[src/i2c_spi_defs_regs.svh]
// register offsets, field positions and reset values of the i2c/spi slave front end
`ifndef I2C_SPI_DEFS_REGS_SVH
`define I2C_SPI_DEFS_REGS_SVH

`define OFS_DATA_PORT 8'h00
`define OFS_ERR_STATUS 8'h04
`define OFS_SLAVE_ID 8'h08
`define OFS_CONTROL 8'h0c
`define UNMAPPED_READ 32'h0000_0000

`define LVL_W 5
`define DP_RX_LVL_LSB 27
`define DP_TX_LVL_LSB 22
`define DP_RX_ACT 21
`define DP_TX_EMPTY 20
`define DP_RX_FULL 19
`define DP_TX_FULL 18
`define DP_RX_EMPTY 17
`define DP_TX_ACT 16
`define DP_RSVD 15:10
`define DP_UNDERRUN 9
`define DP_OVERRUN 8
`define DP_CHAR_LSB 0

`define ES_UNDERRUN 1
`define ES_OVERRUN 0

`define SID_RESET 7'h00

`define CR_EN 0
`define CR_SPI 1
`define CR_I2C 2
`define CR_ABORT 7
`define CR_TX_EN 8
`define CR_RX_EN 9
`define CR_RX_FLAG_INVERT 10
`define CR_TEST 11
`define CR_HOST 12
`define CR_TX_FLAG_INVERT 13

`define SB_TX_FLAG 6
`define SB_RX_FLAG 7

`define BYTE_CNT 4'h8
`define UNDERRUN_FILL 8'h00
`define PINS_IDLE 5'h1b

`endif

[src/i2c_spi_slave_pkg.sv]
// types shared by the i2c/spi slave front end
package i2c_spi_slave_pkg;

  typedef enum logic [6:0] {
    st_idle = 7'h01,
    st_addr = 7'h02,
    st_aack = 7'h04,
    st_wr = 7'h08,
    st_wack = 7'h10,
    st_rd = 7'h20,
    st_rack = 7'h40
  } link_state_t;

  typedef struct packed {
    logic tx_flag_invert;
    logic host_access_allow;
    logic fifo_test_mode;
    logic rx_flag_invert;
    logic rx_enable;
    logic tx_enable;
    logic i2c_mode;
    logic spi_mode;
    logic slave_on;
  } control_t;

  typedef struct packed {
    logic sda;
    logic scl;
    logic sclk;
    logic mosi;
    logic cs_n;
  } pins_t;

endpackage

[src/byte_fifo.sv]
// synchronous fifo with fill level and flush
`timescale 1ns/1ps
module byte_fifo #(
  parameter int WIDTH = 8,
  parameter int DEPTH = 16,
  parameter int LW = 5
) (
  input wire logic clk_i, // core clock
  input wire logic rst_i, // synchronous reset
  input wire logic flush_i, // empties the fifo
  input wire logic push_valid_i, // write request
  input wire logic [WIDTH-1:0] push_data_i, // write data
  output logic push_ready_o, // room for a word
  output logic pop_valid_o, // a word is held
  output logic [WIDTH-1:0] pop_data_o, // oldest word
  input wire logic pop_ready_i, // consume oldest word
  output logic [LW-1:0] level_o // words held
);
  // pointers wrap by overflow, so depth must be a power of two
  localparam int AW = $clog2(DEPTH);

  logic [WIDTH-1:0] mem [DEPTH];
  logic [AW-1:0] wr_ptr;
  logic [AW-1:0] rd_ptr;
  logic [LW-1:0] count;
  wire do_push = push_valid_i & push_ready_o;
  wire do_pop = pop_valid_o & pop_ready_i;

  assign push_ready_o = count != LW'(DEPTH);
  assign pop_valid_o = count != '0;
  assign pop_data_o = mem[rd_ptr];
  assign level_o = count;

  always_ff @(posedge clk_i) begin
    if (do_push) begin
      mem[wr_ptr] <= push_data_i;
    end
  end

  always_ff @(posedge clk_i) begin
    if (rst_i || flush_i) begin
      wr_ptr <= '0;
      rd_ptr <= '0;
      count <= '0;
    end else begin
      if (do_push) begin
        wr_ptr <= wr_ptr + 1'b1;
      end
      if (do_pop) begin
        rd_ptr <= rd_ptr + 1'b1;
      end
      count <= count + LW'(do_push) - LW'(do_pop);
    end
  end
endmodule // byte_fifo

[src/i2c_spi_slave_regs.sv]
// wishbone register front end and serial engine of the i2c/spi slave
//
// The address map and the Wishbone slave port were decided locally.
`timescale 1ns/1ps
`include "i2c_spi_defs_regs.svh"
// Function
// - data port read shows rx level in 31:27, tx level in 26:22
// - bit 21 shows receive activity, bit 16 shows transmit activity
// - bits 20 and 17 read one while tx or rx fifo is empty
// - bits 19 and 18 read one while rx or tx fifo is full
// - i2c read with empty tx fifo sets underrun, seen in both registers
// - byte arriving with full rx fifo sets overrun, seen in both registers
// - writing zero to an error bit clears it in both views
// - data port write pushes tx fifo outside test mode, read pops rx fifo
// - status bits five to two ignore writes and read zero
// - seven bit slave identity, reset zero, compared with incoming addresses
// - with host access, incoming address bit zero selects fifo or host registers
// - slave identity has no effect in spi mode
// - control bit 13 picks tx flag sense in host status byte
// - control bit 10 picks rx flag sense in host status byte
// - control bit 12 allows the remote host its register access
// - control bit 11 enables fifo test mode
// - control bits 9 and 8 enable receive and transmit
// - writing one to control bit 7 aborts and flushes both fifos
// - control bits 0, 2, 1 enable slave, i2c mode, spi mode
// - seven bit addressing only, scl is never stretched
module i2c_spi_slave_regs
  import i2c_spi_slave_pkg::*;
#(
  parameter int DEPTH = 16
) (
  input wire logic clk_i, // core clock
  input wire logic rst_i, // synchronous reset, active high
  input wire logic wb_cyc_i, // bus cycle
  input wire logic wb_stb_i, // strobe
  input wire logic wb_we_i, // write enable
  input wire logic [7:0] wb_adr_i, // byte address
  input wire logic [3:0] wb_sel_i, // byte lanes
  input wire logic [31:0] wb_dat_i, // write data
  output logic [31:0] wb_dat_o, // read data
  output logic wb_ack_o, // acknowledge
  input wire logic scl_i, // i2c clock pin
  input wire logic sda_i, // i2c data pin level
  output logic sda_o, // i2c data drive level, always low
  output logic sda_oe_o, // i2c data pulled low
  input wire logic sclk_i, // spi clock pin
  input wire logic mosi_i, // spi data in
  input wire logic cs_n_i, // spi select, active low
  output logic miso_o, // spi data out
  output logic miso_oe_o, // spi data out driven
  output logic [7:0] host_ctrl_o // byte last written by the remote host to the host registers
);
  localparam int LW = `LVL_W;

  // pin synchronisers: meta feeds sync only, last gives edges
  pins_t pin_meta;
  pins_t pin_sync;
  pins_t pin_last;

  always_ff @(posedge clk_i) begin
    if (rst_i) begin
      pin_meta <= `PINS_IDLE;
      pin_sync <= `PINS_IDLE;
      pin_last <= `PINS_IDLE;
    end else begin
      pin_meta <= '{sda: sda_i, scl: scl_i, sclk: sclk_i, mosi: mosi_i, cs_n: cs_n_i};
      pin_sync <= pin_meta;
      pin_last <= pin_sync;
    end
  end

  wire scl_rise = pin_sync.scl & ~pin_last.scl;
  wire scl_fall = ~pin_sync.scl & pin_last.scl;
  wire scl_high = pin_sync.scl & pin_last.scl;
  wire bus_start = scl_high & pin_last.sda & ~pin_sync.sda;
  wire bus_stop = scl_high & ~pin_last.sda & pin_sync.sda;
  wire sclk_rise = pin_sync.sclk & ~pin_last.sclk;
  wire sclk_fall = ~pin_sync.sclk & pin_last.sclk;
  wire spi_sel = ~pin_sync.cs_n;
  wire cs_fall = spi_sel & pin_last.cs_n;

  control_t ctrl;
  logic [6:0] slave_id;
  logic underrun;
  logic overrun;
  link_state_t state;
  logic [3:0] bit_cnt;
  logic [7:0] rx_sh;
  logic [7:0] tx_sh;
  logic rw;
  logic nack;
  logic host_sel;
  logic ser_push;
  logic [7:0] ser_byte;

  // fifo wiring
  logic tx_ready;
  logic tx_valid;
  logic [7:0] tx_head;
  logic [LW-1:0] tx_level;
  logic rx_ready;
  logic rx_valid;
  logic [7:0] rx_head;
  logic [LW-1:0] rx_level;

  // bus decode: requests commit at the edge that raises ack
  wire req_new = wb_cyc_i & wb_stb_i & ~wb_ack_o;
  wire bus_wr = req_new & wb_we_i;
  wire bus_rd = req_new & ~wb_we_i;
  wire sel_dp = wb_adr_i == `OFS_DATA_PORT;
  wire sel_es = wb_adr_i == `OFS_ERR_STATUS;
  wire sel_sid = wb_adr_i == `OFS_SLAVE_ID;
  wire sel_cr = wb_adr_i == `OFS_CONTROL;
  wire dp_wr = bus_wr & sel_dp & wb_sel_i[0];
  wire dp_rd = bus_rd & sel_dp;
  wire es_wr = bus_wr & sel_es & wb_sel_i[0];
  wire sid_wr = bus_wr & sel_sid & wb_sel_i[0];
  wire cr_wr_lo = bus_wr & sel_cr & wb_sel_i[0];
  wire cr_wr_hi = bus_wr & sel_cr & wb_sel_i[1];
  wire abort = cr_wr_lo & wb_dat_i[`CR_ABORT];

  // mode selection; i2c wins if software sets both
  wire i2c_on = ctrl.slave_on & ctrl.i2c_mode;
  wire spi_on = ctrl.slave_on & ctrl.spi_mode & ~ctrl.i2c_mode;

  // address compare; with host access the low address bit is the selector
  wire addr_hit = ctrl.host_access_allow ? (rx_sh[7:2] == slave_id[6:1])
                                         : (rx_sh[7:1] == slave_id);
  wire host_pick = ctrl.host_access_allow & rx_sh[1];

  // host-visible status byte
  wire tx_empty = ~tx_valid;
  wire tx_full = ~tx_ready;
  wire rx_empty = ~rx_valid;
  wire rx_full = ~rx_ready;
  wire tx_flag = ctrl.tx_flag_invert ? tx_full : tx_empty;
  wire rx_flag = ctrl.rx_flag_invert ? rx_empty : rx_full;
  wire [7:0] status_byte = (8'(tx_flag) << `SB_TX_FLAG) | (8'(rx_flag) << `SB_RX_FLAG);

  // next byte toward the master
  wire i2c_load = i2c_on & scl_fall & ((state == st_aack & rw) | (state == st_rack & ~nack));
  wire spi_byte_end = spi_on & spi_sel & sclk_fall & (bit_cnt == `BYTE_CNT);
  wire spi_load = (spi_on & cs_fall) | spi_byte_end;
  wire byte_load = i2c_load | spi_load;
  wire tx_avail = tx_valid & ctrl.tx_enable;
  wire tx_pop = byte_load & ~host_sel & tx_avail;
  wire [7:0] load_byte = host_sel ? status_byte : (tx_avail ? tx_head : `UNDERRUN_FILL);
  wire underrun_evt = i2c_load & ~host_sel & ~tx_avail;

  // byte from the master
  wire i2c_wr_done = i2c_on & scl_fall & (state == st_wr) & (bit_cnt == `BYTE_CNT);
  wire rx_take = (i2c_wr_done & ~host_sel) | spi_byte_end;
  wire ser_push_next = rx_take & ctrl.rx_enable & ~ctrl.fifo_test_mode;
  // test mode loops bus writes into the rx fifo; serial receive is held off meanwhile
  wire test_push = dp_wr & ctrl.fifo_test_mode;
  wire rx_push = ser_push | test_push;
  wire [7:0] rx_push_data = test_push ? wb_dat_i[7:0] : ser_byte;
  wire overrun_evt = rx_push & ~rx_ready;
  wire tx_push = dp_wr & ~ctrl.fifo_test_mode;

  wire rx_act = (state == st_addr) | (state == st_wr) | (state == st_wack) | (spi_on & spi_sel);
  wire tx_act = (state == st_rd) | (state == st_rack) | (spi_on & spi_sel);

  byte_fifo #(.WIDTH(8), .DEPTH(DEPTH), .LW(LW)) u_tx_fifo (
    .clk_i(clk_i),
    .rst_i(rst_i),
    .flush_i(abort),
    .push_valid_i(tx_push),
    .push_data_i(wb_dat_i[7:0]),
    .push_ready_o(tx_ready),
    .pop_valid_o(tx_valid),
    .pop_data_o(tx_head),
    .pop_ready_i(tx_pop),
    .level_o(tx_level)
  );

  byte_fifo #(.WIDTH(8), .DEPTH(DEPTH), .LW(LW)) u_rx_fifo (
    .clk_i(clk_i),
    .rst_i(rst_i),
    .flush_i(abort),
    .push_valid_i(rx_push),
    .push_data_i(rx_push_data),
    .push_ready_o(rx_ready),
    .pop_valid_o(rx_valid),
    .pop_data_o(rx_head),
    .pop_ready_i(dp_rd),
    .level_o(rx_level)
  );

  function automatic logic [31:0] pack_control(input control_t c);
    logic [31:0] r;
    r = '0;
    r[`CR_EN] = c.slave_on;
    r[`CR_SPI] = c.spi_mode;
    r[`CR_I2C] = c.i2c_mode;
    r[`CR_TX_EN] = c.tx_enable;
    r[`CR_RX_EN] = c.rx_enable;
    r[`CR_RX_FLAG_INVERT] = c.rx_flag_invert;
    r[`CR_TEST] = c.fifo_test_mode;
    r[`CR_HOST] = c.host_access_allow;
    r[`CR_TX_FLAG_INVERT] = c.tx_flag_invert;
    return r;
  endfunction

  // read values; unlisted bits stay zero
  wire [31:0] dp_value = (32'(rx_level) << `DP_RX_LVL_LSB)
                       | (32'(tx_level) << `DP_TX_LVL_LSB)
                       | (32'(rx_act) << `DP_RX_ACT)
                       | (32'(tx_empty) << `DP_TX_EMPTY)
                       | (32'(rx_full) << `DP_RX_FULL)
                       | (32'(tx_full) << `DP_TX_FULL)
                       | (32'(rx_empty) << `DP_RX_EMPTY)
                       | (32'(tx_act) << `DP_TX_ACT)
                       | (32'(underrun) << `DP_UNDERRUN)
                       | (32'(overrun) << `DP_OVERRUN)
                       | (32'(rx_valid ? rx_head : 8'h00) << `DP_CHAR_LSB);
  wire [31:0] es_value = (32'(underrun) << `ES_UNDERRUN) | (32'(overrun) << `ES_OVERRUN);
  wire [31:0] sid_value = 32'(slave_id);
  wire [31:0] rd_value = sel_dp ? dp_value :
                         sel_es ? es_value :
                         sel_sid ? sid_value :
                         sel_cr ? pack_control(ctrl) : `UNMAPPED_READ;

  always_ff @(posedge clk_i) begin
    if (rst_i) begin
      wb_ack_o <= 1'b0;
      wb_dat_o <= `UNMAPPED_READ;
    end else begin
      wb_ack_o <= wb_cyc_i & wb_stb_i & ~wb_ack_o;
      if (bus_rd) begin
        wb_dat_o <= rd_value;
      end
    end
  end

  // software registers; an error event in the clearing cycle keeps the flag
  always_ff @(posedge clk_i) begin
    if (rst_i) begin
      ctrl <= '0;
      slave_id <= `SID_RESET;
      underrun <= 1'b0;
      overrun <= 1'b0;
    end else begin
      underrun <= underrun_evt | (underrun & ~(es_wr & ~wb_dat_i[`ES_UNDERRUN]));
      overrun <= overrun_evt | (overrun & ~(es_wr & ~wb_dat_i[`ES_OVERRUN]));
      if (sid_wr) begin
        slave_id <= wb_dat_i[6:0];
      end
      if (cr_wr_lo) begin
        ctrl.slave_on <= wb_dat_i[`CR_EN];
        ctrl.spi_mode <= wb_dat_i[`CR_SPI];
        ctrl.i2c_mode <= wb_dat_i[`CR_I2C];
      end
      if (cr_wr_hi) begin
        ctrl.tx_enable <= wb_dat_i[`CR_TX_EN];
        ctrl.rx_enable <= wb_dat_i[`CR_RX_EN];
        ctrl.rx_flag_invert <= wb_dat_i[`CR_RX_FLAG_INVERT];
        ctrl.fifo_test_mode <= wb_dat_i[`CR_TEST];
        ctrl.host_access_allow <= wb_dat_i[`CR_HOST];
        ctrl.tx_flag_invert <= wb_dat_i[`CR_TX_FLAG_INVERT];
      end
    end
  end

  // serial engine; sda only ever pulls low, scl is never driven
  always_ff @(posedge clk_i) begin
    if (rst_i || abort) begin
      state <= st_idle;
      bit_cnt <= '0;
      rx_sh <= '0;
      tx_sh <= '0;
      rw <= 1'b0;
      nack <= 1'b0;
      host_sel <= 1'b0;
      sda_oe_o <= 1'b0;
      miso_o <= 1'b0;
      miso_oe_o <= 1'b0;
      ser_push <= 1'b0;
      ser_byte <= '0;
      host_ctrl_o <= '0;
      sda_o <= 1'b0;
    end else begin
      ser_push <= ser_push_next;
      if (rx_take) begin
        ser_byte <= rx_sh;
      end
      if (i2c_wr_done && host_sel) begin
        host_ctrl_o <= rx_sh;
      end
      miso_oe_o <= spi_on & spi_sel;
      if (i2c_on) begin
        if (bus_start) begin
          state <= st_addr;
          bit_cnt <= '0;
          sda_oe_o <= 1'b0;
          host_sel <= 1'b0;
        end else if (bus_stop) begin
          state <= st_idle;
          sda_oe_o <= 1'b0;
        end else begin
          if (scl_rise) begin
            rx_sh <= {rx_sh[6:0], pin_sync.sda};
            bit_cnt <= bit_cnt + 1'b1;
            if (state == st_rack) begin
              nack <= pin_sync.sda;
            end
          end
          if (scl_fall) begin
            case (state)
              st_idle: begin
              end
              st_addr: begin
                if (bit_cnt == `BYTE_CNT) begin
                  if (addr_hit) begin
                    state <= st_aack;
                    sda_oe_o <= 1'b1;
                    rw <= rx_sh[0];
                    host_sel <= host_pick;
                  end else begin
                    state <= st_idle;
                  end
                end
              end
              st_aack: begin
                bit_cnt <= '0;
                if (rw) begin
                  state <= st_rd;
                  tx_sh <= load_byte;
                  sda_oe_o <= ~load_byte[7];
                end else begin
                  state <= st_wr;
                  sda_oe_o <= 1'b0;
                end
              end
              st_wr: begin
                if (bit_cnt == `BYTE_CNT) begin
                  state <= st_wack;
                  sda_oe_o <= 1'b1;
                end
              end
              st_wack: begin
                bit_cnt <= '0;
                state <= st_wr;
                sda_oe_o <= 1'b0;
              end
              st_rd: begin
                if (bit_cnt == `BYTE_CNT) begin
                  state <= st_rack;
                  sda_oe_o <= 1'b0;
                end else begin
                  sda_oe_o <= ~tx_sh[6];
                  tx_sh <= {tx_sh[6:0], 1'b0};
                end
              end
              st_rack: begin
                bit_cnt <= '0;
                if (nack) begin
                  state <= st_idle;
                end else begin
                  state <= st_rd;
                  tx_sh <= load_byte;
                  sda_oe_o <= ~load_byte[7];
                end
              end
              default: begin
                state <= st_idle;
              end
            endcase
          end
        end
      end else begin
        // spi and disabled: identity compare and sda stay out of play
        state <= st_idle;
        sda_oe_o <= 1'b0;
        host_sel <= 1'b0;
        if (!spi_on || !spi_sel) begin
          bit_cnt <= '0;
        end else if (cs_fall) begin
          bit_cnt <= '0;
          tx_sh <= load_byte;
          miso_o <= load_byte[7];
        end else begin
          if (sclk_rise) begin
            rx_sh <= {rx_sh[6:0], pin_sync.mosi};
            bit_cnt <= bit_cnt + 1'b1;
          end
          if (sclk_fall) begin
            if (bit_cnt == `BYTE_CNT) begin
              bit_cnt <= '0;
              tx_sh <= load_byte;
              miso_o <= load_byte[7];
            end else begin
              miso_o <= tx_sh[6];
              tx_sh <= {tx_sh[6:0], 1'b0};
            end
          end
        end
      end
    end
  end
endmodule // i2c_spi_slave_regs

[config.mk]
export PLATFORM = sky130hd
export DESIGN_NAME = i2c_spi_slave_regs
export DESIGN_NICKNAME = d
export VERILOG_FILES = /design/src/i2c_spi_slave_pkg.sv /design/src/byte_fifo.sv /design/src/i2c_spi_slave_regs.sv
export VERILOG_INCLUDE_DIRS = /design/src
export SDC_FILE = /design/constraint.sdc
export NUM_CORES = 1
export LEC_CHECK = 0
export BUFFER_PORTS_ARGS = -buffer_cell sky130_fd_sc_hd__buf_2
export CAP_MARGIN = 20
export CORE_MARGIN = 10
export CORE_UTILIZATION = 45
export CTS_BUF_LIST = sky130_fd_sc_hd__clkbuf_8
export DETAILED_ROUTE_END_ITERATION = 16
export MAX_ROUTING_LAYER = met4
export SETUP_SLACK_MARGIN = 0.1
export SYNTH_ARGS = -nofsm -noshare
export SYNTH_HDL_FRONTEND = slang
export SYNTH_HIERARCHICAL = 1
export SYNTH_SLANG_ARGS = --single-unit
[constraint.sdc]
create_clock -name clk_i -period 5 [get_ports clk_i]
set_input_delay 1 -clock clk_i [delete_from_list [all_inputs] [get_ports clk_i]]
set_output_delay 1 -clock clk_i [all_outputs]
set_load 0.1 [all_outputs]
Word level (Yosys, flattened, before mapping):

Memories as Yosys holds them, arrays and structs flattened. A register that Yosys moved wholly into a read port is not among the register bits.
Cells that the tools add are included.

* flip-flop bits (word level): 140
* bits in writable memories: 256
* output and inout bits: 45
* memories: 2

Memory list
* u_rx_fifo.mem: depth 16, width 8, rd ports 1, clocked after memory_dff 1, write ports 1, RTL line byte_fifo.sv:22 `logic [WIDTH-1:0] mem [DEPTH];`
* u_tx_fifo.mem: depth 16, width 8, rd ports 1, clocked after memory_dff 1, write ports 1, RTL line byte_fifo.sv:22

* add/sub/neg operators: 9
* equal/unequal tests: 35
* multiplexer cells: 69
* bitwise logic cells: 111
* reduce and logical (&&, ||, !) cells: 25

Operator list (count)
* $mux W7: 14
* $mux W8: 11
* $mux W4: 15
* $and A1 B1 Y1: 58
* $pmux W7 S7: 1
* $mux W14: 3
* $mux W32: 1
* $or A32 B10 Y32: 1
* $or A32 B17 Y32: 1
* $or A32 B18 Y32: 1
* $or A32 B19 Y32: 1
* $or A32 B20 Y32: 1
* $or A32 B21 Y32: 1
* $or A32 B22 Y32: 1
* $or A32 B27 Y32: 1
* $or A32 B8 Y32: 1
* $or A32 B9 Y32: 1
* $not A1 Y1: 29
* $pmux W7 S3: 1
* $add A4 B1 Y4 const B: 5
* $reduce_and A5 Y1: 4
* $eq A8 B4 Y1 const B: 2
* $mux W1: 16
* $ne A3 B3 Y1 const B: 5
* 40 further kinds: 74

Depth between registers and ports, before layout:

* depth in word-level cells: 14
* depth in mapped cells: 18
* mapped depth without buffers: 18

Modules after synthesis:

Netlist, hierarchy kept.

By module, submodules not included
* byte_fifo: times used 2, cells an instance 311, area an instance 5820.6 um^2, sequential area each 4184.0 um^2
* i2c_spi_slave_regs: times used 1, cells an instance 552, area an instance 5002.3 um^2, sequential area each 2242.2 um^2

Worst setup path before layout:

Ideal clock, no wire load.

* kind: input -> register
* start: input wb_stb_i
* end: register u_rx_fifo.count[4] (netlist: u_rx_fifo/level_o[4])
* setup time: 121 ps
* arrival: 3810 ps
* required time: 4879 ps
* setup slack: 1069 ps
* stages on the path: 18
* buffers on the path: 3
* path through: nand3b_1 > or2_1 > clkbuf_1 > or4_1 > clkbuf_1 > inv_1 > buf_2 > nand2_1 > inv_1 > ha_1 > inv_1 > ha_1 > inv_1 > fa_1 > nand2b_1 > a21oi_1 > o21ai_0 > nor3b_1

RTL lines
* from (decl): RTL line i2c_spi_slave_regs.sv:35 `input wire logic wb_stb_i,`
* $and A1 B1 Y1 (2 in series): RTL line i2c_spi_slave_regs.sv:107 `wire req_new = wb_cyc_i & wb_stb_i & ~wb_ack_o;`
* $and A1 B1 Y1: RTL line i2c_spi_slave_regs.sv:109 `wire bus_rd = req_new & ~wb_we_i;`
* $and A1 B1 Y1: RTL line i2c_spi_slave_regs.sv:115 `wire dp_rd = bus_rd & sel_dp;`
* net dp_rd: RTL line i2c_spi_slave_regs.sv:115
* $and A1 B1 Y1: RTL line byte_fifo.sv:27 `wire do_pop = pop_valid_o & pop_ready_i;`
* $sub A5 B1 Y5: RTL line byte_fifo.sv:52 `count <= count + LW'(do_push) - LW'(do_pop);`
* to (signal assigned): RTL line byte_fifo.sv:52
* to (decl): RTL line byte_fifo.sv:25 `logic [LW-1:0] count;`

The timed path passes the listed nets, and every way through them passes these cells.
A chain may end at the register's enable or synchronous reset.

Final worst setup path:

* start: register state[3]
* end: register u_tx_fifo.count[4] (netlist: u_tx_fifo/level_o[4])

* word-level cells in the longest chain between the ends: 9

Ends and longest elaborated chain
* from (decl): RTL line i2c_spi_slave_regs.sv:86 `link_state_t state;`
* from (signal assigned): RTL line i2c_spi_slave_regs.sv:268 `state <= st_idle;`
* from (signal assigned): RTL line i2c_spi_slave_regs.sv:293 `state <= st_addr;`
* from (signal assigned): RTL line i2c_spi_slave_regs.sv:298 `state <= st_idle;`
* $eq A7 B3 Y1 or $eq A7 B7 Y1 (tied branches): RTL line i2c_spi_slave_regs.sv:141 `wire i2c_load = i2c_on & scl_fall & ((state == st_aack & rw) | (state == st_rack & ~nack));`
* $and A1 B1 Y1: RTL line i2c_spi_slave_regs.sv:141
* $or A1 B1 Y1 *: RTL line i2c_spi_slave_regs.sv:141
* $and A1 B1 Y1 *: RTL line i2c_spi_slave_regs.sv:141
* $or A1 B1 Y1 *: RTL line i2c_spi_slave_regs.sv:144 `wire byte_load = i2c_load | spi_load;`
* $and A1 B1 Y1 * (2 in series): RTL line i2c_spi_slave_regs.sv:146 `wire tx_pop = byte_load & ~host_sel & tx_avail;`
* net tx_pop: RTL line i2c_spi_slave_regs.sv:146
* $and A1 B1 Y1 *: RTL line byte_fifo.sv:27
* $sub A5 B1 Y5 *: RTL line byte_fifo.sv:52
* to (signal assigned): RTL line byte_fifo.sv:52
* to (decl): RTL line byte_fifo.sv:25

The timed path passes the listed nets; every way through them passes the cells marked *.

==> results by group <==
Outcome
  • Status: complete, no violations

Drt
  • DR vias: 9,910
  • Drt pass-1 iters: 5
  • Remaining DRCs: 0
  • Routed Antenna Nets: 0
  • Avg Vias per Cell: 5.53
  • Drt first-iter violations: 746
  • Routed WL: 37.7 mm
  • Routed WL per cell: 21.0 um

Worst setup path
  • Critical Path RT: 5.45 ns
  • Reg2reg path depth: 17
  • Slowest cell on crit path: nor4_1
  • Startpoint types: flip-flop
  • Crit Path Category: reg -> reg
  • Crit-path max cell delay: 0.55 ns
  • Crit. End Element: flip-flop
  • Critical Path AT: 4.26 ns
  • Crit Path Max Fanout: 12
  • Critical path, cell by cell: nor4_1 -> nand3_1 -> o21ai_0 -> a21oi_1 -> nor3_1 -> buf_4 -> nand2_1 -> inv_1 -> ha_1 -> inv_1 -> ha_1 -> inv_1 -> fa_1 -> nand2b_1 -> a21oi_1 -> o21ai_0 -> nor3b_1
  • Critical Path Most Common Cell: inv_1

Placement
  • Placed cell areas: 17,400 um2
  • PortBufs: 75
  • Placed cells: 1,672
  • Post-DP HPWL: 25.1 mm
  • Setup WS pre-CTS: 0.717 ns
  • GPL Wtd Cong: 0.874

Cells and area
  • Layout cells sized above 1: 20.2%
  • Non-filler cells, final: 1,792
  • Multi-input logic area: 5540 um2
  • Fin nets: 1,353
  • Layout Utilization: 51.1%
  • Layout area overhead: 12.1%
  • Fill count: 3,137
  • Final non-filler cell area: 18,700 um2
  • Seq. cell area: 10,600 um2

Timing
  • Final hold violation count: 0
  • Final period util: 76.3%
  • Clk_skew: 0.0300 ns
  • Fmax: 262 MHz
  • RSZ-0062 raised after global routing: false
  • Min Tclk post-route: 3.82 ns
  • Final Worst Setup Slack: 1.18 ns
  • Final count of negative-setup-slack endpoints: 0
  • Worst slew pin tran: 1.04 ns
  • Setup tns final: 0 ns
  • Rel. slew slack: 30.3%
  • Fin. max-slew vios: 0
  • Hold slack: 0.408 ns

Synthesis
  • Mean area per synthesized cell: 14.2 um2
  • Synthesized cell area: 16,600 um2
  • Mapped Cells: 1,174
  • Seq/Total Area, Yosys: 63.7%
  • Async set or reset register ratio after synthesis: 0%
  • #FFs+latches synth: 402
  • Post-synth EDFFs: 256
  • Synth cell types: 72
  • Synth warn: 6
  • Post-synth top flop: edfxtp_1

CTS
  • Post_cts resized: 0
  • CTS sink count: 402
  • CTS clk-pin slew, worst paths: 0.06 ns
  • Total CTS buffers: 67
  • CTS tree: yes
  • H-tree levels: 3
  • Clock Tree Root: clkbuf_8
  • CTS Hold Bufs: 0
  • Post-CTS Setup Bufs: 0
  • Later-pin clock latency in the skew report: 0.59 ns
  • CTS max path bufs: 3

Global route
  • GRT overflow: 0
  • Initial antenna violation count: 1
  • First-pass GRT wire length: 59.0 mm
  • Vias in the first global route: 10.0k
  • Overall routing resource usage: 17.5%
  • Pin count of the biggest net entering global routing: 66

Floorplanning
  • Row cnt: 70
  • Full die area: 45,100 um2
  • Core Footprint: 36,500 um2
  • I/O pin count: 99
  • Initial cell density of the core: 45.6%
  • Die width: 212 um
  • Die span in y: 212 um

Pwr
  • Sw Ratio: 21.7%
  • Power share of the clock group: 43.1%
  • Sequential fraction of design power: 55.3%
  • Power Density: 341 nW/um2
  • Worst VDD drop: 0.217 mV
  • Power, Total: 6.36 mW
  • LEAKAGE: 6.60 nW
  • Cell internal pwr: 4.98 mW
  • Net switching power figure: 1.38 mW
  • Comb pwr share: 1.6%

Worst hold path
  • Hold Path Depth: 1
  • Worst Hold Class: reg -> reg

Run
  • Max cap viols: 0
## cells by family after synthesis
| kind of cell | Yosys count | synth area share [%] |
|---|---|---|
| buffers and inverters | 101 | 3.04 |
| xor gates and xnor gates | 28 | 1.47 |
| and+or+nand+nor | 351 | 10.5 |
| muxes | 128 | 13.2 |
| DFF | 402 | 63.7 |
| AOI/OAI and AO/OA | 137 | 5.89 |
| adders and majority gates | 26 | 2.04 |
| other | 1 | 0.0225 |
## metal layers
metal	global-route usage, %	routed length [um]	vias up
met5	-	0	-
met4	5.88	754	0
met3	3.25	2050	49
met2	26.4	17600	266
met1	23.4	17300	4968
li1	-	-	4627
## cells in the mapped netlist (all sizes together), types with 7 or more instances
cell type | n | area share, %
o21ai | 11 | 0.40
or2 | 18 | 0.69
a22oi | 51 | 2.3
nor2b | 10 | 0.38
a211oi | 7 | 0.32
inv | 36 | 0.81
a21oi | 33 | 0.99
nor2 | 142 | 3.2
ha | 24 | 1.8
mux2i | 52 | 3.1
clkbuf | 31 | 0.71
edfxtp | 256 | 46
nor3 | 18 | 0.54
nor3b | 10 | 0.45
nand2 | 49 | 1.1
and2 | 24 | 0.91
nand2b | 8 | 0.30
dfxtp | 146 | 18
nand4 | 7 | 0.26
xor2 | 13 | 0.68
nor4 | 12 | 0.45
mux4 | 64 | 9.3
buf | 28 | 1.2
mux2 | 12 | 0.81
xnor2 | 15 | 0.79
nand3 | 24 | 0.75
## power by group through the flow
stage / Combinational, mW / Clock (mW) / Sequential, mW
after floorplan: 0.0485 / 0 / 3.60
after detailed placement: 0.105 / 0 / 3.59
after global placement: 0.104 / 0 / 3.59
after global routing: 0.112 / 2.99 / 3.51
after CTS: 0.105 / 2.82 / 3.52
final: 0.104 / 2.74 / 3.52
## critical path, delay by kind of cell (launching register included)
kind	cells	cell delay [ns]
fa+ha+maj	3	0.79
flops	1	0.44
compound gates	4	0.78
simple gates	6	1.28
buf+inv	4	0.39
## final cells by class
class,instances,share of cell area (%)
antenna,1,0.0134
timing repair buffer,93,2.74
inverter,36,0.724
tap,468,3.14
clock buffer,76,5.61
multi-input combinational,673,29.7
clock inverter,43,1.19
sequential,402,56.9
## sequential cells by signal, indices dropped and copies added, names as in the netlist, 8 cells and up, named ones only
signal         flops
ctrl               9
host_ctrl_o        8
rx_sh              8
ser_byte           8
u_rx_fifo/mem    128
u_tx_fifo/mem    128
wb_dat_o          30
## worst paths after layout
| kind | end | slack [ns] | startpoint |
|---|---|---|---|
| max | u_tx_fifo/level_o[4] | 1.18 | state[3] |
| min | pin_sync[3] | 0.41 | pin_meta[3] |
| max reg2reg | u_tx_fifo/level_o[4] | 1.18 | state[3] |
| min reg2reg | pin_sync[3] | 0.41 | pin_meta[3] |
## layout by cell type, fill, tap and decap left out, types with 13 or more instances in the layout
cell and n:
a21oi_1 33, a22oi_1 51, and2_1 23, buf_2 75
buf_4 18, clkbuf_8 76, dfxtp_1 143, edfxtp_1 256
ha_1 24, inv_1 53, mux2i_1 52, mux4_1 28
mux4_2 36, nand2_1 49, nand3_1 23, nor2_1 142
nor3_1 18, or2_2 16, xnor2_1 15, xor2_1 13
Power figures use the tool's default switching activity.
